**src/pkg/mpo_pkg.sv**
```systemverilog
// ----------------------------------------------------------------------------
// Meter pulse output constants
// ----------------------------------------------------------------------------
package mpo_pkg;

  // --------------------------------------------------------------------------
  // Bus and register map
  // --------------------------------------------------------------------------
  localparam int ADDR_W = 12;
  localparam logic [11:0] OFF_CONFIG = 12'h000; // Output configuration code
  localparam logic [11:0] OFF_STATE = 12'h004;  // Controlled on/off state
  localparam logic [11:0] OFF_STATUS = 12'h008; // Block status
  localparam logic [11:0] OFF_RES = 12'h00C;    // Captured resolution code

  // Field positions
  localparam int STATE_FIRST_BIT = 0;
  localparam int STATE_SECOND_BIT = 1;
  localparam int STAT_TYPE_LSB = 0;
  localparam int STAT_CTRL_BIT = 8;
  localparam int STAT_BUSY0_BIT = 9;
  localparam int STAT_BUSY1_BIT = 10;
  localparam int STAT_OUT0_BIT = 11;
  localparam int STAT_OUT1_BIT = 12;
  localparam int STAT_LOCK_BIT = 13;

  // --------------------------------------------------------------------------
  // Output configuration codes
  // --------------------------------------------------------------------------
  localparam logic [6:0] CFG_DEFAULT = 7'h5F; // Count pulses, 32 ms
  localparam logic [6:0] CFG_10MS = 7'h5E;
  localparam logic [6:0] CFG_100MS = 7'h60;
  localparam logic [6:0] CFG_250MS = 7'h5D;
  localparam logic [6:0] CFG_CTRL = 7'h63;    // Data-command control
  localparam logic [1:0] STATE_RESET = 2'h0;

  // Display resolution codes
  localparam logic [8:0] RES_FINE = 9'h077;   // 1 kWh, 0,01 m3
  localparam logic [8:0] RES_MID = 9'h1DF;    // 10 kWh, 0,1 m3
  localparam logic [8:0] RES_COARSE = 9'h1E0; // 100 kWh, 1 m3
  localparam logic [6:0] DIV_FINE = 7'h01;
  localparam logic [6:0] DIV_MID = 7'h0A;
  localparam logic [6:0] DIV_COARSE = 7'h64;

  // Meter types
  localparam logic [3:0] TYPE_HEAT_A = 4'h1;
  localparam logic [3:0] TYPE_HEAT_B = 4'h2;
  localparam logic [3:0] TYPE_HCOOL_A = 4'h3;
  localparam logic [3:0] TYPE_HEAT_C = 4'h4;
  localparam logic [3:0] TYPE_COOL = 4'h5;
  localparam logic [3:0] TYPE_HCOOL_B = 4'h6;
  localparam logic [3:0] TYPE_VOLUME = 4'h7;

  // Counter sources
  typedef enum logic [1:0] {SRC_HEAT, SRC_COOL, SRC_VOL} mpo_src_type;

  // --------------------------------------------------------------------------
  // Timing
  // --------------------------------------------------------------------------
  localparam int CLK_HZ = 10000000;
  localparam int CYC_PER_MS = CLK_HZ / 1000;
  localparam int PW10_MS = 10;
  localparam int PW32_MS = 32;
  localparam int PW100_MS = 100;
  localparam int PW250_MS = 250;
  localparam int PW10_CYC = PW10_MS * CYC_PER_MS;
  localparam int PW32_CYC = PW32_MS * CYC_PER_MS;
  localparam int PW100_CYC = PW100_MS * CYC_PER_MS;
  localparam int PW250_CYC = PW250_MS * CYC_PER_MS;
  localparam int TIME_W = 22;
  localparam int CNT_W = 16;
  localparam logic [1:0] CAPTURE_AT = 2'h2;

endpackage : mpo_pkg

```
**src/design/mpo_pulse_gen.sv**
```systemverilog
`timescale 1ns/1ps
// ----------------------------------------------------------------------------
// Burst pulse generator for one output pair
// ----------------------------------------------------------------------------
module mpo_pulse_gen #(
  parameter int CNT_W = 16,
  parameter int TIME_W = 22
) (
  input wire logic pclk,
  input wire logic presetn,
  input wire logic flush,
  input wire logic add_valid,
  input wire logic [CNT_W-1:0] add_count,
  input wire logic [TIME_W-1:0] width_cyc,
  output logic pulse_q,
  output logic busy
);

  typedef enum logic [1:0] {PG_IDLE, PG_HIGH, PG_LOW} mpo_pg_state_type;

  mpo_pg_state_type state_q;
  logic [CNT_W-1:0] pending_q;
  logic [CNT_W-1:0] pending_d;
  logic [TIME_W-1:0] timer_q;
  logic [CNT_W:0] sum;
  logic start;

  assign start = (state_q == PG_IDLE) && (pending_q != '0);
  assign busy = (state_q != PG_IDLE) || (pending_q != '0);

  // Pending pulse count, saturating add of new bursts
  always_comb
  begin
    sum = {1'b0, pending_q} + {1'b0, add_count};
    pending_d = pending_q;
    if (add_valid)
    begin
      pending_d = sum[CNT_W] ? '1 : sum[CNT_W-1:0];
    end
    if (start)
    begin
      pending_d = pending_d - 1'b1;
    end
  end

  // Pending register
  always_ff @(posedge pclk or negedge presetn)
  begin
    if (!presetn)
      pending_q <= '0;
    else if (flush)
      pending_q <= '0;
    else
      pending_q <= pending_d;
  end

  // Fixed rate: high for width, low for width plus one idle cycle before the next pulse
  always_ff @(posedge pclk or negedge presetn)
  begin
    if (!presetn)
    begin
      state_q <= PG_IDLE;
      timer_q <= '0;
      pulse_q <= 1'b0;
    end
    else if (flush)
    begin
      state_q <= PG_IDLE;
      timer_q <= '0;
      pulse_q <= 1'b0;
    end
    else
    begin
      unique case (state_q)
        PG_IDLE:
        begin
          if (start)
          begin
            state_q <= PG_HIGH;
            timer_q <= width_cyc - 1'b1;
            pulse_q <= 1'b1;
          end
        end
        PG_HIGH:
        begin
          if (timer_q == '0)
          begin
            state_q <= PG_LOW;
            timer_q <= width_cyc - 1'b1;
            pulse_q <= 1'b0;
          end
          else
            timer_q <= timer_q - 1'b1;
        end
        PG_LOW:
        begin
          if (timer_q == '0)
            state_q <= PG_IDLE;
          else
            timer_q <= timer_q - 1'b1;
        end
      endcase
    end
  end

  // Flush empties everything
  flush_idle_a: assert property (@(posedge pclk) disable iff (!presetn)
    flush |=> !busy && !pulse_q) else $error("flush left generator busy");

endmodule : mpo_pulse_gen

```
**src/design/mpo_top.sv**
```systemverilog
// Added by the designer: the APB interface to the registers and the placing of the registers.
`timescale 1ns/1ps
// Function
// - Outputs form two pairs; both members of a pair carry one signal.
// - Meter type selects which counters feed the first and second pairs.
// - Counter assignment is captured once after reset and never changes.
// - One pulse per increment of the least significant displayed digit.
// - Energy weight 1, 10 or 100 kWh for resolution codes 119, 479, 480.
// - Volume weight 0,01, 0,1 or 1 m3 for the same three codes.
// - Owed pulses gather per interval and leave as a fixed-rate burst.
// - Configuration code 99 hands both pairs to data-command control.
// - In controlled mode commands open (off) or close (on) each pair.
// - Present on/off state of each pair is readable over the bus.
// - Every state change is saved; reset restores the saved state.
// - Configuration code resets to 95: count pulses, 32 ms width.
module mpo_top #(
  parameter int PW10_CYC = mpo_pkg::PW10_CYC,
  parameter int PW32_CYC = mpo_pkg::PW32_CYC,
  parameter int PW100_CYC = mpo_pkg::PW100_CYC,
  parameter int PW250_CYC = mpo_pkg::PW250_CYC
) (
  input wire logic pclk,
  input wire logic presetn,
  input wire logic psel,
  input wire logic penable,
  input wire logic pwrite,
  input wire logic [11:0] paddr,
  input wire logic [31:0] pwdata,
  output logic [31:0] prdata,
  output logic pready,
  output logic pslverr,
  input wire logic [3:0] meter_type,
  input wire logic [8:0] display_resolution_code,
  input wire logic heat_energy_count,
  input wire logic cooling_energy_count,
  input wire logic flow_volume_count,
  input wire logic integ_tick,
  input wire logic [1:0] nvm_saved_state,
  output logic nvm_wr,
  output logic [1:0] nvm_wr_state,
  output logic [1:0] first_output_pair,
  output logic [1:0] second_output_pair
);

  // --------------------------------------------------------------------------
  // Decoding functions
  // --------------------------------------------------------------------------

  // Resolution code to divisor of base increments
  function automatic logic [6:0] res_div(input logic [8:0] code);
    unique case (code)
      mpo_pkg::RES_MID: res_div = mpo_pkg::DIV_MID;
      mpo_pkg::RES_COARSE: res_div = mpo_pkg::DIV_COARSE;
      default: res_div = mpo_pkg::DIV_FINE;
    endcase
  endfunction : res_div

  // Meter type to source of a pair
  function automatic mpo_pkg::mpo_src_type pair_src(input logic [3:0] mt, input logic second);
    unique case (mt)
      mpo_pkg::TYPE_HCOOL_A, mpo_pkg::TYPE_HCOOL_B:
        pair_src = second ? mpo_pkg::SRC_COOL : mpo_pkg::SRC_HEAT;
      mpo_pkg::TYPE_COOL:
        pair_src = second ? mpo_pkg::SRC_VOL : mpo_pkg::SRC_COOL;
      mpo_pkg::TYPE_VOLUME:
        pair_src = mpo_pkg::SRC_VOL;
      default:
        pair_src = second ? mpo_pkg::SRC_VOL : mpo_pkg::SRC_HEAT;
    endcase
  endfunction : pair_src

  // Configuration code to pulse width in cycles
  function automatic logic [21:0] width_of(input logic [6:0] cfg);
    unique case (cfg)
      mpo_pkg::CFG_10MS: width_of = 22'(PW10_CYC);
      mpo_pkg::CFG_100MS: width_of = 22'(PW100_CYC);
      mpo_pkg::CFG_250MS: width_of = 22'(PW250_CYC);
      default: width_of = 22'(PW32_CYC);
    endcase
  endfunction : width_of

  // --------------------------------------------------------------------------
  // Signals
  // --------------------------------------------------------------------------
  logic [3:0] type_s1_q;
  logic [3:0] type_s2_q;
  logic [8:0] res_s1_q;
  logic [8:0] res_s2_q;
  logic [1:0] nvm_s1_q;
  logic [1:0] nvm_s2_q;
  logic [1:0] cap_cnt_q;
  logic cap_done_q;
  logic [3:0] type_q;
  logic [8:0] res_q;
  logic [6:0] cfg_q;
  logic cfg_written_q;
  logic ctrl_mode_q;
  logic [1:0] state_q;
  logic [1:0] out_q;
  logic [31:0] rdata_q;
  logic setup;
  logic wr_access;
  logic addr_ok;
  logic state_wr;
  logic [2:0] src_inc;
  logic [2:0] src_owed;
  logic [6:0] div;
  mpo_pkg::mpo_src_type sel [2];
  logic [mpo_pkg::CNT_W-1:0] acc_q [2];
  logic [1:0] pulse;
  logic [1:0] busy;
  logic [21:0] width;

  // --------------------------------------------------------------------------
  // Strap and saved-state capture
  // --------------------------------------------------------------------------

  // Two-stage synchronisers for pins
  always_ff @(posedge pclk or negedge presetn)
  begin
    if (!presetn)
    begin
      type_s1_q <= '0;
      type_s2_q <= '0;
      res_s1_q <= '0;
      res_s2_q <= '0;
      nvm_s1_q <= '0;
      nvm_s2_q <= '0;
    end
    else
    begin
      type_s1_q <= meter_type;
      type_s2_q <= type_s1_q;
      res_s1_q <= display_resolution_code;
      res_s2_q <= res_s1_q;
      nvm_s1_q <= nvm_saved_state;
      nvm_s2_q <= nvm_s1_q;
    end
  end

  // One-time capture after reset release
  always_ff @(posedge pclk or negedge presetn)
  begin
    if (!presetn)
    begin
      cap_cnt_q <= '0;
      cap_done_q <= 1'b0;
      type_q <= '0;
      res_q <= '0;
    end
    else if (!cap_done_q)
    begin
      cap_cnt_q <= cap_cnt_q + 1'b1;
      if (cap_cnt_q == mpo_pkg::CAPTURE_AT)
      begin
        cap_done_q <= 1'b1;
        type_q <= type_s2_q;
        res_q <= res_s2_q;
      end
    end
  end

  // --------------------------------------------------------------------------
  // APB slave
  // --------------------------------------------------------------------------
  assign setup = psel && !penable;
  assign wr_access = psel && penable && pwrite;
  assign addr_ok = (paddr == mpo_pkg::OFF_CONFIG) || (paddr == mpo_pkg::OFF_STATE)
    || (paddr == mpo_pkg::OFF_STATUS) || (paddr == mpo_pkg::OFF_RES);
  assign state_wr = wr_access && (paddr == mpo_pkg::OFF_STATE) && ctrl_mode_q;
  assign pready = 1'b1;
  assign pslverr = psel && penable && !addr_ok;
  assign prdata = rdata_q;

  // Configuration code register
  always_ff @(posedge pclk or negedge presetn)
  begin
    if (!presetn)
    begin
      cfg_q <= mpo_pkg::CFG_DEFAULT;
      cfg_written_q <= 1'b0;
    end
    else if (wr_access && paddr == mpo_pkg::OFF_CONFIG)
    begin
      cfg_q <= pwdata[6:0];
      cfg_written_q <= 1'b1;
    end
  end

  // Mode follows configuration code
  always_ff @(posedge pclk or negedge presetn)
  begin
    if (!presetn)
      ctrl_mode_q <= 1'b0;
    else
      ctrl_mode_q <= (cfg_q == mpo_pkg::CFG_CTRL);
  end

  // Controlled state: restore, then commands
  always_ff @(posedge pclk or negedge presetn)
  begin
    if (!presetn)
      state_q <= mpo_pkg::STATE_RESET;
    else if (!cap_done_q && cap_cnt_q == mpo_pkg::CAPTURE_AT)
      state_q <= nvm_s2_q;
    else if (state_wr)
      state_q <= pwdata[1:0];
  end

  // Save every change
  always_ff @(posedge pclk or negedge presetn)
  begin
    if (!presetn)
    begin
      nvm_wr <= 1'b0;
      nvm_wr_state <= mpo_pkg::STATE_RESET;
    end
    else
    begin
      nvm_wr <= state_wr && (pwdata[1:0] != state_q);
      nvm_wr_state <= state_wr ? pwdata[1:0] : state_q;
    end
  end

  // Read data latched in the setup cycle
  always_ff @(posedge pclk or negedge presetn)
  begin
    if (!presetn)
      rdata_q <= '0;
    else if (setup)
    begin
      rdata_q <= '0;
      unique case (paddr)
        mpo_pkg::OFF_CONFIG: rdata_q[6:0] <= cfg_q;
        mpo_pkg::OFF_STATE: rdata_q[1:0] <= state_q;
        mpo_pkg::OFF_STATUS:
        begin
          rdata_q[mpo_pkg::STAT_TYPE_LSB +: 4] <= type_q;
          rdata_q[mpo_pkg::STAT_CTRL_BIT] <= ctrl_mode_q;
          rdata_q[mpo_pkg::STAT_BUSY0_BIT] <= busy[0];
          rdata_q[mpo_pkg::STAT_BUSY1_BIT] <= busy[1];
          rdata_q[mpo_pkg::STAT_OUT0_BIT] <= out_q[0];
          rdata_q[mpo_pkg::STAT_OUT1_BIT] <= out_q[1];
          rdata_q[mpo_pkg::STAT_LOCK_BIT] <= cap_done_q;
        end
        mpo_pkg::OFF_RES: rdata_q[8:0] <= res_q;
        default: rdata_q <= '0;
      endcase
    end
  end

  // --------------------------------------------------------------------------
  // Resolution dividers, one per counter source
  // --------------------------------------------------------------------------
  assign src_inc = {flow_volume_count, cooling_energy_count, heat_energy_count};
  assign div = res_div(res_q);

  generate
    for (genvar s = 0; s < 3; s++)
    begin : g_div
      logic [6:0] pre_q;
      logic wrap;
      assign wrap = src_inc[s] && (pre_q == div - 1'b1);
      assign src_owed[s] = wrap && cap_done_q && !ctrl_mode_q;

      // Count base increments up to one displayed digit
      always_ff @(posedge pclk or negedge presetn)
      begin
        if (!presetn)
          pre_q <= '0;
        else if (!cap_done_q || ctrl_mode_q)
          pre_q <= '0;
        else if (src_inc[s])
          pre_q <= wrap ? 7'h00 : pre_q + 1'b1;
      end

      owed_div_a: assert property (@(posedge pclk) disable iff (!presetn)
        pre_q < div)
        else $error("divider passed its digit step");
    end
  endgenerate

  // --------------------------------------------------------------------------
  // Accumulators and burst generators, one per pair
  // --------------------------------------------------------------------------
  assign width = width_of(cfg_q);

  generate
    for (genvar p = 0; p < 2; p++)
    begin : g_pair
      logic owed;
      assign sel[p] = pair_src(type_q, p == 1);
      assign owed = src_owed[sel[p]];

      // Pulses owed in the current interval; new increment wins over clear
      always_ff @(posedge pclk or negedge presetn)
      begin
        if (!presetn)
          acc_q[p] <= '0;
        else if (ctrl_mode_q)
          acc_q[p] <= '0;
        else if (integ_tick)
          acc_q[p] <= {{(mpo_pkg::CNT_W-1){1'b0}}, owed};
        else if (owed && acc_q[p] != '1)
          acc_q[p] <= acc_q[p] + 1'b1;
      end

      mpo_pulse_gen #(
        .CNT_W(mpo_pkg::CNT_W),
        .TIME_W(mpo_pkg::TIME_W)
      ) u_gen (
        .pclk(pclk),
        .presetn(presetn),
        .flush(ctrl_mode_q),
        .add_valid(integ_tick && !ctrl_mode_q),
        .add_count(acc_q[p]),
        .width_cyc(width),
        .pulse_q(pulse[p]),
        .busy(busy[p])
      );

      acc_clear_a: assert property (@(posedge pclk) disable iff (!presetn)
        integ_tick && !ctrl_mode_q |=> acc_q[p] <= 1) else $error("interval not emptied");
    end
  endgenerate

  // --------------------------------------------------------------------------
  // Output pairs
  // --------------------------------------------------------------------------

  // Command state in controlled mode, bursts otherwise
  always_ff @(posedge pclk or negedge presetn)
  begin
    if (!presetn)
      out_q <= '0;
    else if (ctrl_mode_q)
      out_q <= state_q;
    else
      out_q <= pulse;
  end

  // Both members of a pair mirror one register
  assign first_output_pair = {2{out_q[0]}};
  assign second_output_pair = {2{out_q[1]}};

  // --------------------------------------------------------------------------
  // Assertions
  // --------------------------------------------------------------------------
  pairs_equal_a: assert property (@(posedge pclk) disable iff (!presetn)
    first_output_pair[0] == first_output_pair[1] && second_output_pair[0] == second_output_pair[1])
    else $error("pair members differ");

  pair_source_a: assert property (@(posedge pclk) disable iff (!presetn)
    cap_done_q && type_q == mpo_pkg::TYPE_COOL |-> sel[0] == mpo_pkg::SRC_COOL
    && sel[1] == mpo_pkg::SRC_VOL) else $error("cooling meter source wrong");

  type_lock_a: assert property (@(posedge pclk) disable iff (!presetn)
    cap_done_q ##1 1'b1 |-> $stable(type_q) && $stable(res_q)) else $error("assignment changed");

  coarse_div_a: assert property (@(posedge pclk) disable iff (!presetn)
    res_q == mpo_pkg::RES_COARSE |-> div == 7'h64) else $error("coarse divisor wrong");

  mode_enter_a: assert property (@(posedge pclk) disable iff (!presetn)
    cfg_q == mpo_pkg::CFG_CTRL ##1 cfg_q == mpo_pkg::CFG_CTRL |-> ctrl_mode_q)
    else $error("controlled mode not entered");

  cmd_drive_a: assert property (@(posedge pclk) disable iff (!presetn)
    ctrl_mode_q ##1 ctrl_mode_q |-> first_output_pair[0] == $past(state_q[0])
    && second_output_pair[0] == $past(state_q[1])) else $error("command state not driven");

  state_read_a: assert property (@(posedge pclk) disable iff (!presetn)
    setup && !pwrite && paddr == mpo_pkg::OFF_STATE |=> prdata[1:0] == $past(state_q))
    else $error("state read mismatch");

  nvm_save_a: assert property (@(posedge pclk) disable iff (!presetn)
    state_wr && pwdata[1:0] != state_q |=> nvm_wr && nvm_wr_state == state_q)
    else $error("state change not saved");

  cfg_default_a: assert property (@(posedge pclk) disable iff (!presetn)
    !cfg_written_q |-> cfg_q == mpo_pkg::CFG_DEFAULT) else $error("config default wrong");

  no_burst_a: assert property (@(posedge pclk) disable iff (!presetn)
    ctrl_mode_q ##1 ctrl_mode_q |-> busy == 2'b00) else $error("pulsing in controlled mode");

  ctrl_seen_c: cover property (@(posedge pclk) disable iff (!presetn)
    $rose(ctrl_mode_q));
  burst_seen_c: cover property (@(posedge pclk) disable iff (!presetn)
    $rose(first_output_pair[0]) && !ctrl_mode_q);
  save_seen_c: cover property (@(posedge pclk) disable iff (!presetn)
    nvm_wr);

endmodule : mpo_top

```
**config.mk**
```make
export PLATFORM = sky130hd
export DESIGN_NAME = mpo_top
export DESIGN_NICKNAME = d
export VERILOG_FILES = /design/src/pkg/mpo_pkg.sv /design/src/design/mpo_pulse_gen.sv /design/src/design/mpo_top.sv
export SDC_FILE = /design/constraint.sdc
export NUM_CORES = 1
export LEC_CHECK = 0
export BUFFER_PORTS_ARGS = -buffer_cell sky130_fd_sc_hd__buf_2
export CAP_MARGIN = 30
export CORE_ASPECT_RATIO = 1.1
export CORE_MARGIN = 3
export CORE_UTILIZATION = 28
export CTS_BUF_LIST = sky130_fd_sc_hd__clkbuf_4
export DETAILED_ROUTE_END_ITERATION = 16
export HOLD_SLACK_MARGIN = 0.06
export PLACE_DENSITY = 0.52
export SKIP_CTS_REPAIR_TIMING = 1
export SLEW_MARGIN = 20
export SYNTH_ARGS = -nofsm -noshare
export SYNTH_HDL_FRONTEND = slang
export SYNTH_SLANG_ARGS = --single-unit
```
**constraint.sdc**
```tcl
create_clock -name pclk -period 5.55 [get_ports pclk]
set_input_delay 0 -clock pclk [delete_from_list [all_inputs] [get_ports pclk]]
set_output_delay 0 -clock pclk [all_outputs]
set_load 0.01 [all_outputs]
```
==> results.md, run 1 <==
- Die width: approximately 210 µm
- Critical Path Sink Type: flop
- Vias: 11,200
- Post-route DRC: 0
- Grt ovf: 0
- Syn_area_per_cell: between 8 and 9 µm²
- Largest net degree at the start of global routing: 114
- Worst-Margin Slew: 847 ps
- Worst skew pair latency: a little over 700 ps
- Final std cells w/o fill: between 2,000 and 2,500
- Antenna-violating nets left: 0
- Site Rows: between 80 and 90
- Worst Path Class, Setup: reg -> reg
- Final Skew: between 20 and 30 ps
- Post-Route Setup TNS: 0 ps
- Register area share after synthesis: 0.411
- Sink Count: between 200 and 250
- Initial Util: 0.286
- Yosys top cell area share: 0.399
- First-pass GRT wire length: ~56,000 µm
- Nets@finish: about 1,700
- Grt peak-use layer: met2
- Slew Limit Fails: 0
- Met3 Use GR: 0.0284
- Adder-Cell Fraction of Synth Area: 0.0549
- DR vias/cell: around 5.1
- Hold depth: 3
- Number of global-route vias before repair: 10,800
- CP delay by family, top: simple AND/OR/NAND/NOR gates
- Hold Path End: cfg_q[1]$_DFFE_PN1P_
- Drt first pass iters: 5
- Fmax: around 240 MHz
- Status: finished clean
- Top FF cell, synth: dfrtp_1
- R2R Setup Slk: 1350 ps
- GR Util met1: 0.184
- Asr flop ratio synth: 1.00
- Post-Synth XOR/XNOR Area: 0.0500
- Critical Path Fanout Max: 7
- Main combinational cell family by area after synthesis: simple AND/OR/NAND/NOR gates
- Core Region: 0.0448 mm²
- WL final: ~35,000 µm
- CP required: 6110 ps
- Max cap viols: 0
- Final Hold Vio Count: 0
- Synth area leader: dfrtp_1
- Fraction of layout cells with a size suffix above 1: 0.151
- CTS tree: done
- Synth warn: 0
- Number of port buffers: 64
- Initial antenna violation count: 2
- Commonest non-fill, non-tap cell in the layout: dfrtp_1
- PwrDens: 391 mW/mm²
- CP startpoint kind: flop
- Post-Syn Instances: around 1,400
- # fillers: approximately 4,600
- Clk root buf: clkbuf_4
- Setup violators final: 0
- Routed wire per std cell: around 16 µm
- Hold/Removal Path Class: in -> reg
- DIE AREA: slightly below 0.05 mm²
- RSZ-0062 raised after global routing: no
- All-Layer GR Usage: 0.139
- Post-synthesis cell area: 0.0128 mm²
- Synth cell types: just over 90
- Worst path max stage delay: approximately 600 ps
- Fin crit period: 4200 ps
- Post-synthesis simple-gate area fraction: 0.224
- R2R Path Start: acc_q[0]$_DFFE_PN0P_
- Post-DP HPWL: roughly 24,000 µm
- Worst vdd ir: around 260 µV
- Longest Clk Path Bufs: 3
- Highest-delay cell along the critical path: or4b_1
- Fin area: roughly 0.015 mm²
- Most frequent cells in the layout: dfrtp_1, nor2_1, nand2_1
- Complex-gate fraction of the synthesized area: 0.182
- GRT met2 Usage: 0.231
- Placed cells: 2,028
- Max H-tree Level: 2
- LEAKAGE: ~6.4 nW
- Tcrit/Tclk final: 0.758
- DP Area: around 0.014 mm²
- Crit path cell chain: ha_1, fa_1, a211oi_1, o21ba_2, a2111oi_0, buf_4, o32ai_1, ha_1, nand2_1, nor2_1, or4b_1, nor4_1, xor2_1, nor2_1
- WP buf/inv: 1
- Seq cells post-synth: 210
- CTS Buf Count: just under 60
- Die Y: around 230 µm
- IO Pins: 109
- Reg clk slew, reported paths: 70 ps
- Reg2Reg Depth: 14
- DRT iter0 DRCs: 797
- EDFF count, synth: 0
- Ranking of synthesized cells by area: dfrtp_1, nor2_1, ha_1
- CP arrival: 4770 ps
- Area Growth Syn to Fin: 17.6%
- Worst R2R End: g_pair[1].u_gen.pending_q[12]$_DFF_PN0_
- Mux cell area share after synthesis: 0.0360
- Worst hold start: pwdata[1]
- Slew HR: 0.434
- Placer Congestion: between 0.7 and 0.8
==> worst max-delay path by stage <==
stage	start	endpoint	slack, ps	cells after the start
5_1_grt	acc_q[0]$_DFFE_PN0P_	g_pair[1].u_gen.pending_q[12]$_DFF_PN0_	1070	14
2_1_floorplan	acc_q[0]$_DFFE_PN0P_	g_pair[1].u_gen.pending_q[12]$_DFF_PN0_	1870	14
6_report	acc_q[0]$_DFFE_PN0P_	g_pair[1].u_gen.pending_q[12]$_DFF_PN0_	1350	14
4_1_cts	acc_q[0]$_DFFE_PN0P_	g_pair[1].u_gen.pending_q[12]$_DFF_PN0_	1350	14
3_3_place_gp	acc_q[0]$_DFFE_PN0P_	g_pair[1].u_gen.pending_q[12]$_DFF_PN0_	1450	14
3_5_place_dp	acc_q[0]$_DFFE_PN0P_	g_pair[1].u_gen.pending_q[12]$_DFF_PN0_	1360	14
==> per-layer routing <==
| layer | vias up | share of wire |
|---|---|---|
| met3 | 65 | 0.046 |
| met1 | 5447 | 0.45 |
| met4 | 0 | 0.023 |
| met5 | - | 0 |
| li1 | 5475 | - |
| met2 | 236 | 0.48 |
==> cells by family (layout without fill, tap and decap cells) <==
| logic type | Yosys count | in the layout |
|---|---|---|
| AND/OR/NAND/NOR | 583 | 583 |
| AO/OA/AOI/OAI | 351 | 351 |
| flip-flops | 210 | 210 |
| buffers and inverters | 113 | 281 |
| XOR/XNOR | 73 | 73 |
| adder cells (fa/ha/maj) | 55 | 55 |
| multiplexers | 40 | 40 |
| other | 2 | 22 |
==> power breakdown <==
group | switching, W | internal [W]
combinational | 0.00132 | 0.000988
clock | 0.000666 | 0.000749
sequential | 0.000334 | 0.00182
==> state kept, by name, summed over array words and instances (netlist names), 4 cells and up <==
signal / cells
g_pair.u_gen.timer_q: 44
acc_q: 32
g_pair.u_gen.pending_q: 32
g_div.pre_q: 21
prdata: 14
res_q: 9
res_s1_q: 9
res_s2_q: 9
cfg_q: 7
g_pair.u_gen.state_q: 4
type_q: 4
type_s1_q: 4
type_s2_q: 4
==> worst register-to-register path, cell delays in order, from the launching register on <==
cell and delay (ps):
dfrtp_1 450, ha_1 260, fa_1 420, a211oi_1 320, o21ba_2 230, a2111oi_0 90
buf_4 180, o32ai_1 410, ha_1 230, nand2_1 110, nor2_1 140, or4b_1 590
nor4_1 390, xor2_1 180, nor2_1 50
==> synthesized netlist by cell type (7+ instances only) <==
master and n:
or4_1 8, buf_4 21, o21a_1 7, ha_1 53, or3_1 23, nor4_1 29, nand3b_1 7, a21o_1 19
clkbuf_1 51, o211ai_1 13, xnor2_1 40, nor2b_1 10, a221o_1 7, and3_1 15, inv_1 34, nand2_1 138
a22oi_1 13, dfrtp_1 204, mux2_2 23, xor2_1 33, and2_1 16, nor2_1 181, nor3_1 42, nand2b_1 12
o22ai_1 13, a21oi_1 79, a211oi_1 10, o221ai_1 13, nand4_1 22, o31ai_1 7, mux2i_1 13, o21ai_0 92
a22o_1 10, o32ai_1 8, nand3_1 38, or2_2 11
==> layout make-up <==
type                    count  area (µm²)  area share
clock inverters            10        41.3     0.00274
clock buffers              93         698      0.0464
multi-input cells        1121        7080       0.471
repair buffers            144        1100      0.0729
diodes                      3        7.51    0.000499
inverters                  34         128     0.00848
well taps                 581         727      0.0483
flip-flops and latches    210        5260       0.350
==> per-stage QoR <==
stage	setup slack (ps)	power, W	hold slack (ps)	util
final	1350	0.00588	112	0.336
after global routing	1070	0.00639	57.3	0.336
after CTS	1350	0.00592	-695	0.321
after detailed placement	1360	0.00443	109	0.305
after global placement	1450	0.00440	108	0.305
after floorplan	1870	0.00389	-296	-
Power figures use the tool's default switching activity.
==> run 2: changes to the inputs <==
==> constraint.sdc (replaced) <==
create_clock -name pclk -period 4.3 [get_ports pclk]
set_input_delay 0 -clock pclk [delete_from_list [all_inputs] [get_ports pclk]]
set_output_delay 0 -clock pclk [all_outputs]
set_load 0.01 [all_outputs]
==> run 2 against run 1 <==
Net effect: clock power increased by 33%; sequential power increased by 29%; fmax increased by 4.2%; hold slack improved by 12 ps; critical path depth unchanged; total power increased by 31%; flip-flop and latch count unchanged; die area unchanged; global-route usage increased by 0.22 points; highest routed layer unchanged.
==> results.md, run 2 (synthesis gave the netlist of run 1 again) <==
- WP depth: 14 (unchanged)
- Fraction of layout cells with a size suffix above 1: 0.158 (was 0.151)
- Status: finished clean (unchanged)
- Number of global-route vias before repair: 10,700 (was 10,800)
- Placed cells: 2,039 (was 2,028)
- Commonest non-fill, non-tap cell in the layout: dfrtp_1 (unchanged)
- WL final: 35,500 µm (was 35,100 µm)
- Worst Path Class, Setup: reg -> reg (unchanged)
- Final std cells w/o fill: 2,214 (was 2,196)
- WP buf/inv: 2 (was 1)
- Setup violators final: 0 (unchanged)
- Initial Util: 0.286 (unchanged)
- Antenna-violating nets left: 0 (unchanged)
- All-Layer GR Usage: 0.141 (was 0.139)
- Highest-delay cell along the critical path: or4b_1 (unchanged)
- Post-Route Setup TNS: 0 ps (unchanged)
- Routed wire per std cell: 16.0 µm (about the same)
- Placer Congestion: 0.836 (was 0.799)
- Post-DP HPWL: 24,800 µm (was 24,400 µm)
- Worst vdd ir: 175 µV (was 262 µV)
- Setup ws final: 266 ps (was 1350 ps)
- Crit path cell chain: ha_1, fa_1, a211oi_1, o21ba_2, a2111oi_0, buf_4, o32ai_1, ha_1, nand2_1, nor2_1, or4b_1, buf_4, or3_1, a21oi_1 (was ha_1, fa_1, a211oi_1, o21ba_2, a2111oi_0, buf_4, o32ai_1, ha_1, nand2_1, nor2_1, or4b_1, nor4_1, xor2_1, nor2_1)
- CP required: 5000 ps (was 6110 ps)
- DIE AREA: 0.0483 mm² (unchanged)
- Clk root buf: clkbuf_4 (unchanged)
- R2R Setup Slk: 270 ps (was 1350 ps)
- Worst-Margin Slew: 842 ps (was 847 ps)
- Drt first pass iters: 5 (unchanged)
- Post-route DRC: 0 (unchanged)
- Longest Clk Path Bufs: 3 (unchanged)
- Largest net degree at the start of global routing: 124 (was 114)
- Worst path max stage delay: 540 ps (was 590 ps)
- Vias: 11,300 (was 11,200)
- Final core utilization: 0.339 (was 0.336)
- Pre-CTS setup slack: 287 ps (was 1360 ps)
- Sink Count: 210 (unchanged)
- Reg2Reg Depth: 14 (unchanged)
- Worst R2R End: g_pair[1].u_gen.pending_q[10]$_DFF_PN0_ (was g_pair[1].u_gen.pending_q[12]$_DFF_PN0_)
- Hold/Removal Path Class: in -> reg (unchanged)
- CP arrival: 4740 ps (was 4770 ps)
- Max H-tree Level: 2 (unchanged)
- Slew Limit Fails: 0 (unchanged)
- Final Skew: 53.5 ps (was 29.7 ps)
- Die width: 210 µm (unchanged)
- Setup crit end: g_pair[1].u_gen.pending_q[10]$_DFF_PN0_ (was g_pair[1].u_gen.pending_q[12]$_DFF_PN0_)
- Leading registers by flop count: g_pair.u_gen.timer_q: 44 flops, acc_q: 32 flops, g_pair.u_gen.pending_q: 32 flops (unchanged)
- DRT iter0 DRCs: 608 (was 797)
- Max FFs per register: 44 (unchanged)
- Slew HR: 0.437 (was 0.434)
- Fin crit period: 4030 ps (was 4200 ps)
- CP startpoint kind: flop (unchanged)
- Largest Register: g_pair.u_gen.timer_q (unchanged)
- Final Hold Vio Count: 0 (unchanged)
- Initial antenna violation count: 3 (was 2)
- Reg clk slew, reported paths: 70 ps (about the same)
- LEAKAGE: 6.54 nW (was 6.44 nW)
- Site Rows: 81 (unchanged)
- Critical Path Sink Type: flop (unchanged)
- Core Region: 0.0448 mm² (unchanged)
- Tcrit/Tclk final: 0.938 (was 0.758)
- Most frequent cells in the layout: dfrtp_1, nor2_1, nand2_1 (unchanged)
- R2R Path Start: acc_q[0]$_DFFE_PN0P_ (unchanged)
- DR vias/cell: 5.10 (was 5.11)
- CTS Buf Count: 59 (was 58)
- Area Growth Syn to Fin: 18.8% (was 17.6%)
- Hold WS: 123 ps (was 112 ps)
- RSZ-0062 raised after global routing: no (unchanged)
- Max cap viols: 0 (unchanged)
- Worst hold start: cooling_energy_count (was pwdata[1])
- IO Pins: 109 (unchanged)
- Nets@finish: 1,711 (was 1,692)
- Critical Path Fanout Max: 6 (was 7)
- PwrDens: 506 mW/mm² (was 391 mW/mm²)
- Die Y: 230 µm (unchanged)
- Grt ovf: 0 (unchanged)
- Number of port buffers: 64 (unchanged)
- First-pass GRT wire length: 56,400 µm (was 56,100 µm)
- CTS tree: done (unchanged)
- Worst skew pair latency: 810 ps (was 720 ps)
- CP delay by family, top: simple AND/OR/NAND/NOR gates (unchanged)
- Fmax: 248 MHz (was 238 MHz)
- Critical Path Source: acc_q[0]$_DFFE_PN0P_ (unchanged)
## run 2: cell type report
type	instances	area, µm²
fill	4678	29600
multi-input combinational	1121	7080
sequential	210	5260
timing repair buffer	162	1260
tap	581	727
clock buffer	92	691
inverter	34	128
clock inverter	11	52.6
antenna	3	7.51
## run 2: worst min-delay path by stage
| stage | end | slack (ps) | cells past startpoint |
|---|---|---|---|
| after global routing | g_div[1].pre_q[1]$_DFFE_PN0P_ | 70 | 4 |
| after CTS | type_s1_q[2]$_DFF_PN0_ | -770 | 1 |
| after global placement | res_s1_q[2]$_DFF_PN0_ | 110 | 1 |
| after floorplan | acc_q[0]$_DFFE_PN0P_ | -300 | 0 |
| final | g_div[1].pre_q[1]$_DFFE_PN0P_ | 120 | 4 |
| after detailed placement | type_s1_q[2]$_DFF_PN0_ | 110 | 1 |
## run 2: power by group
part	switching (W)	internal, W	total [W]
clock	0.000919	0.000965	0.00188
sequential	0.000436	0.00235	0.00279
combinational	0.00171	0.00131	0.00303
total	0.00307	0.00463	0.00770
## run 2: routing by layer
metal	wire, µm	up-vias	part of all wire	track usage
met5	0	-	0	0
met4	939	0	0.026	0.0452
met3	1710	66	0.048	0.0327
met2	16700	263	0.47	0.229
met1	16100	5459	0.45	0.187
li1	-	5512	-	-
## run 2: per-stage QoR
step,area [µm²],power [W]
2_1_floorplan,12900,0.00502
3_3_place_gp,13700,0.00573
3_5_place_dp,13700,0.00578
4_1_cts,14500,0.00773
5_1_grt,15200,0.00836
6_report,15200,0.00770
## run 2: worst reg2reg max path, cell delays in order, from the launching register on
cell       delay [ps]
dfrtp_1           450
ha_1              250
fa_1              420
a211oi_1          310
o21ba_2           220
a2111oi_0          90
buf_4             180
o32ai_1           360
ha_1              220
nand2_1            90
nor2_1            130
or4b_1            540
buf_4             190
or3_1             370
a21oi_1           140
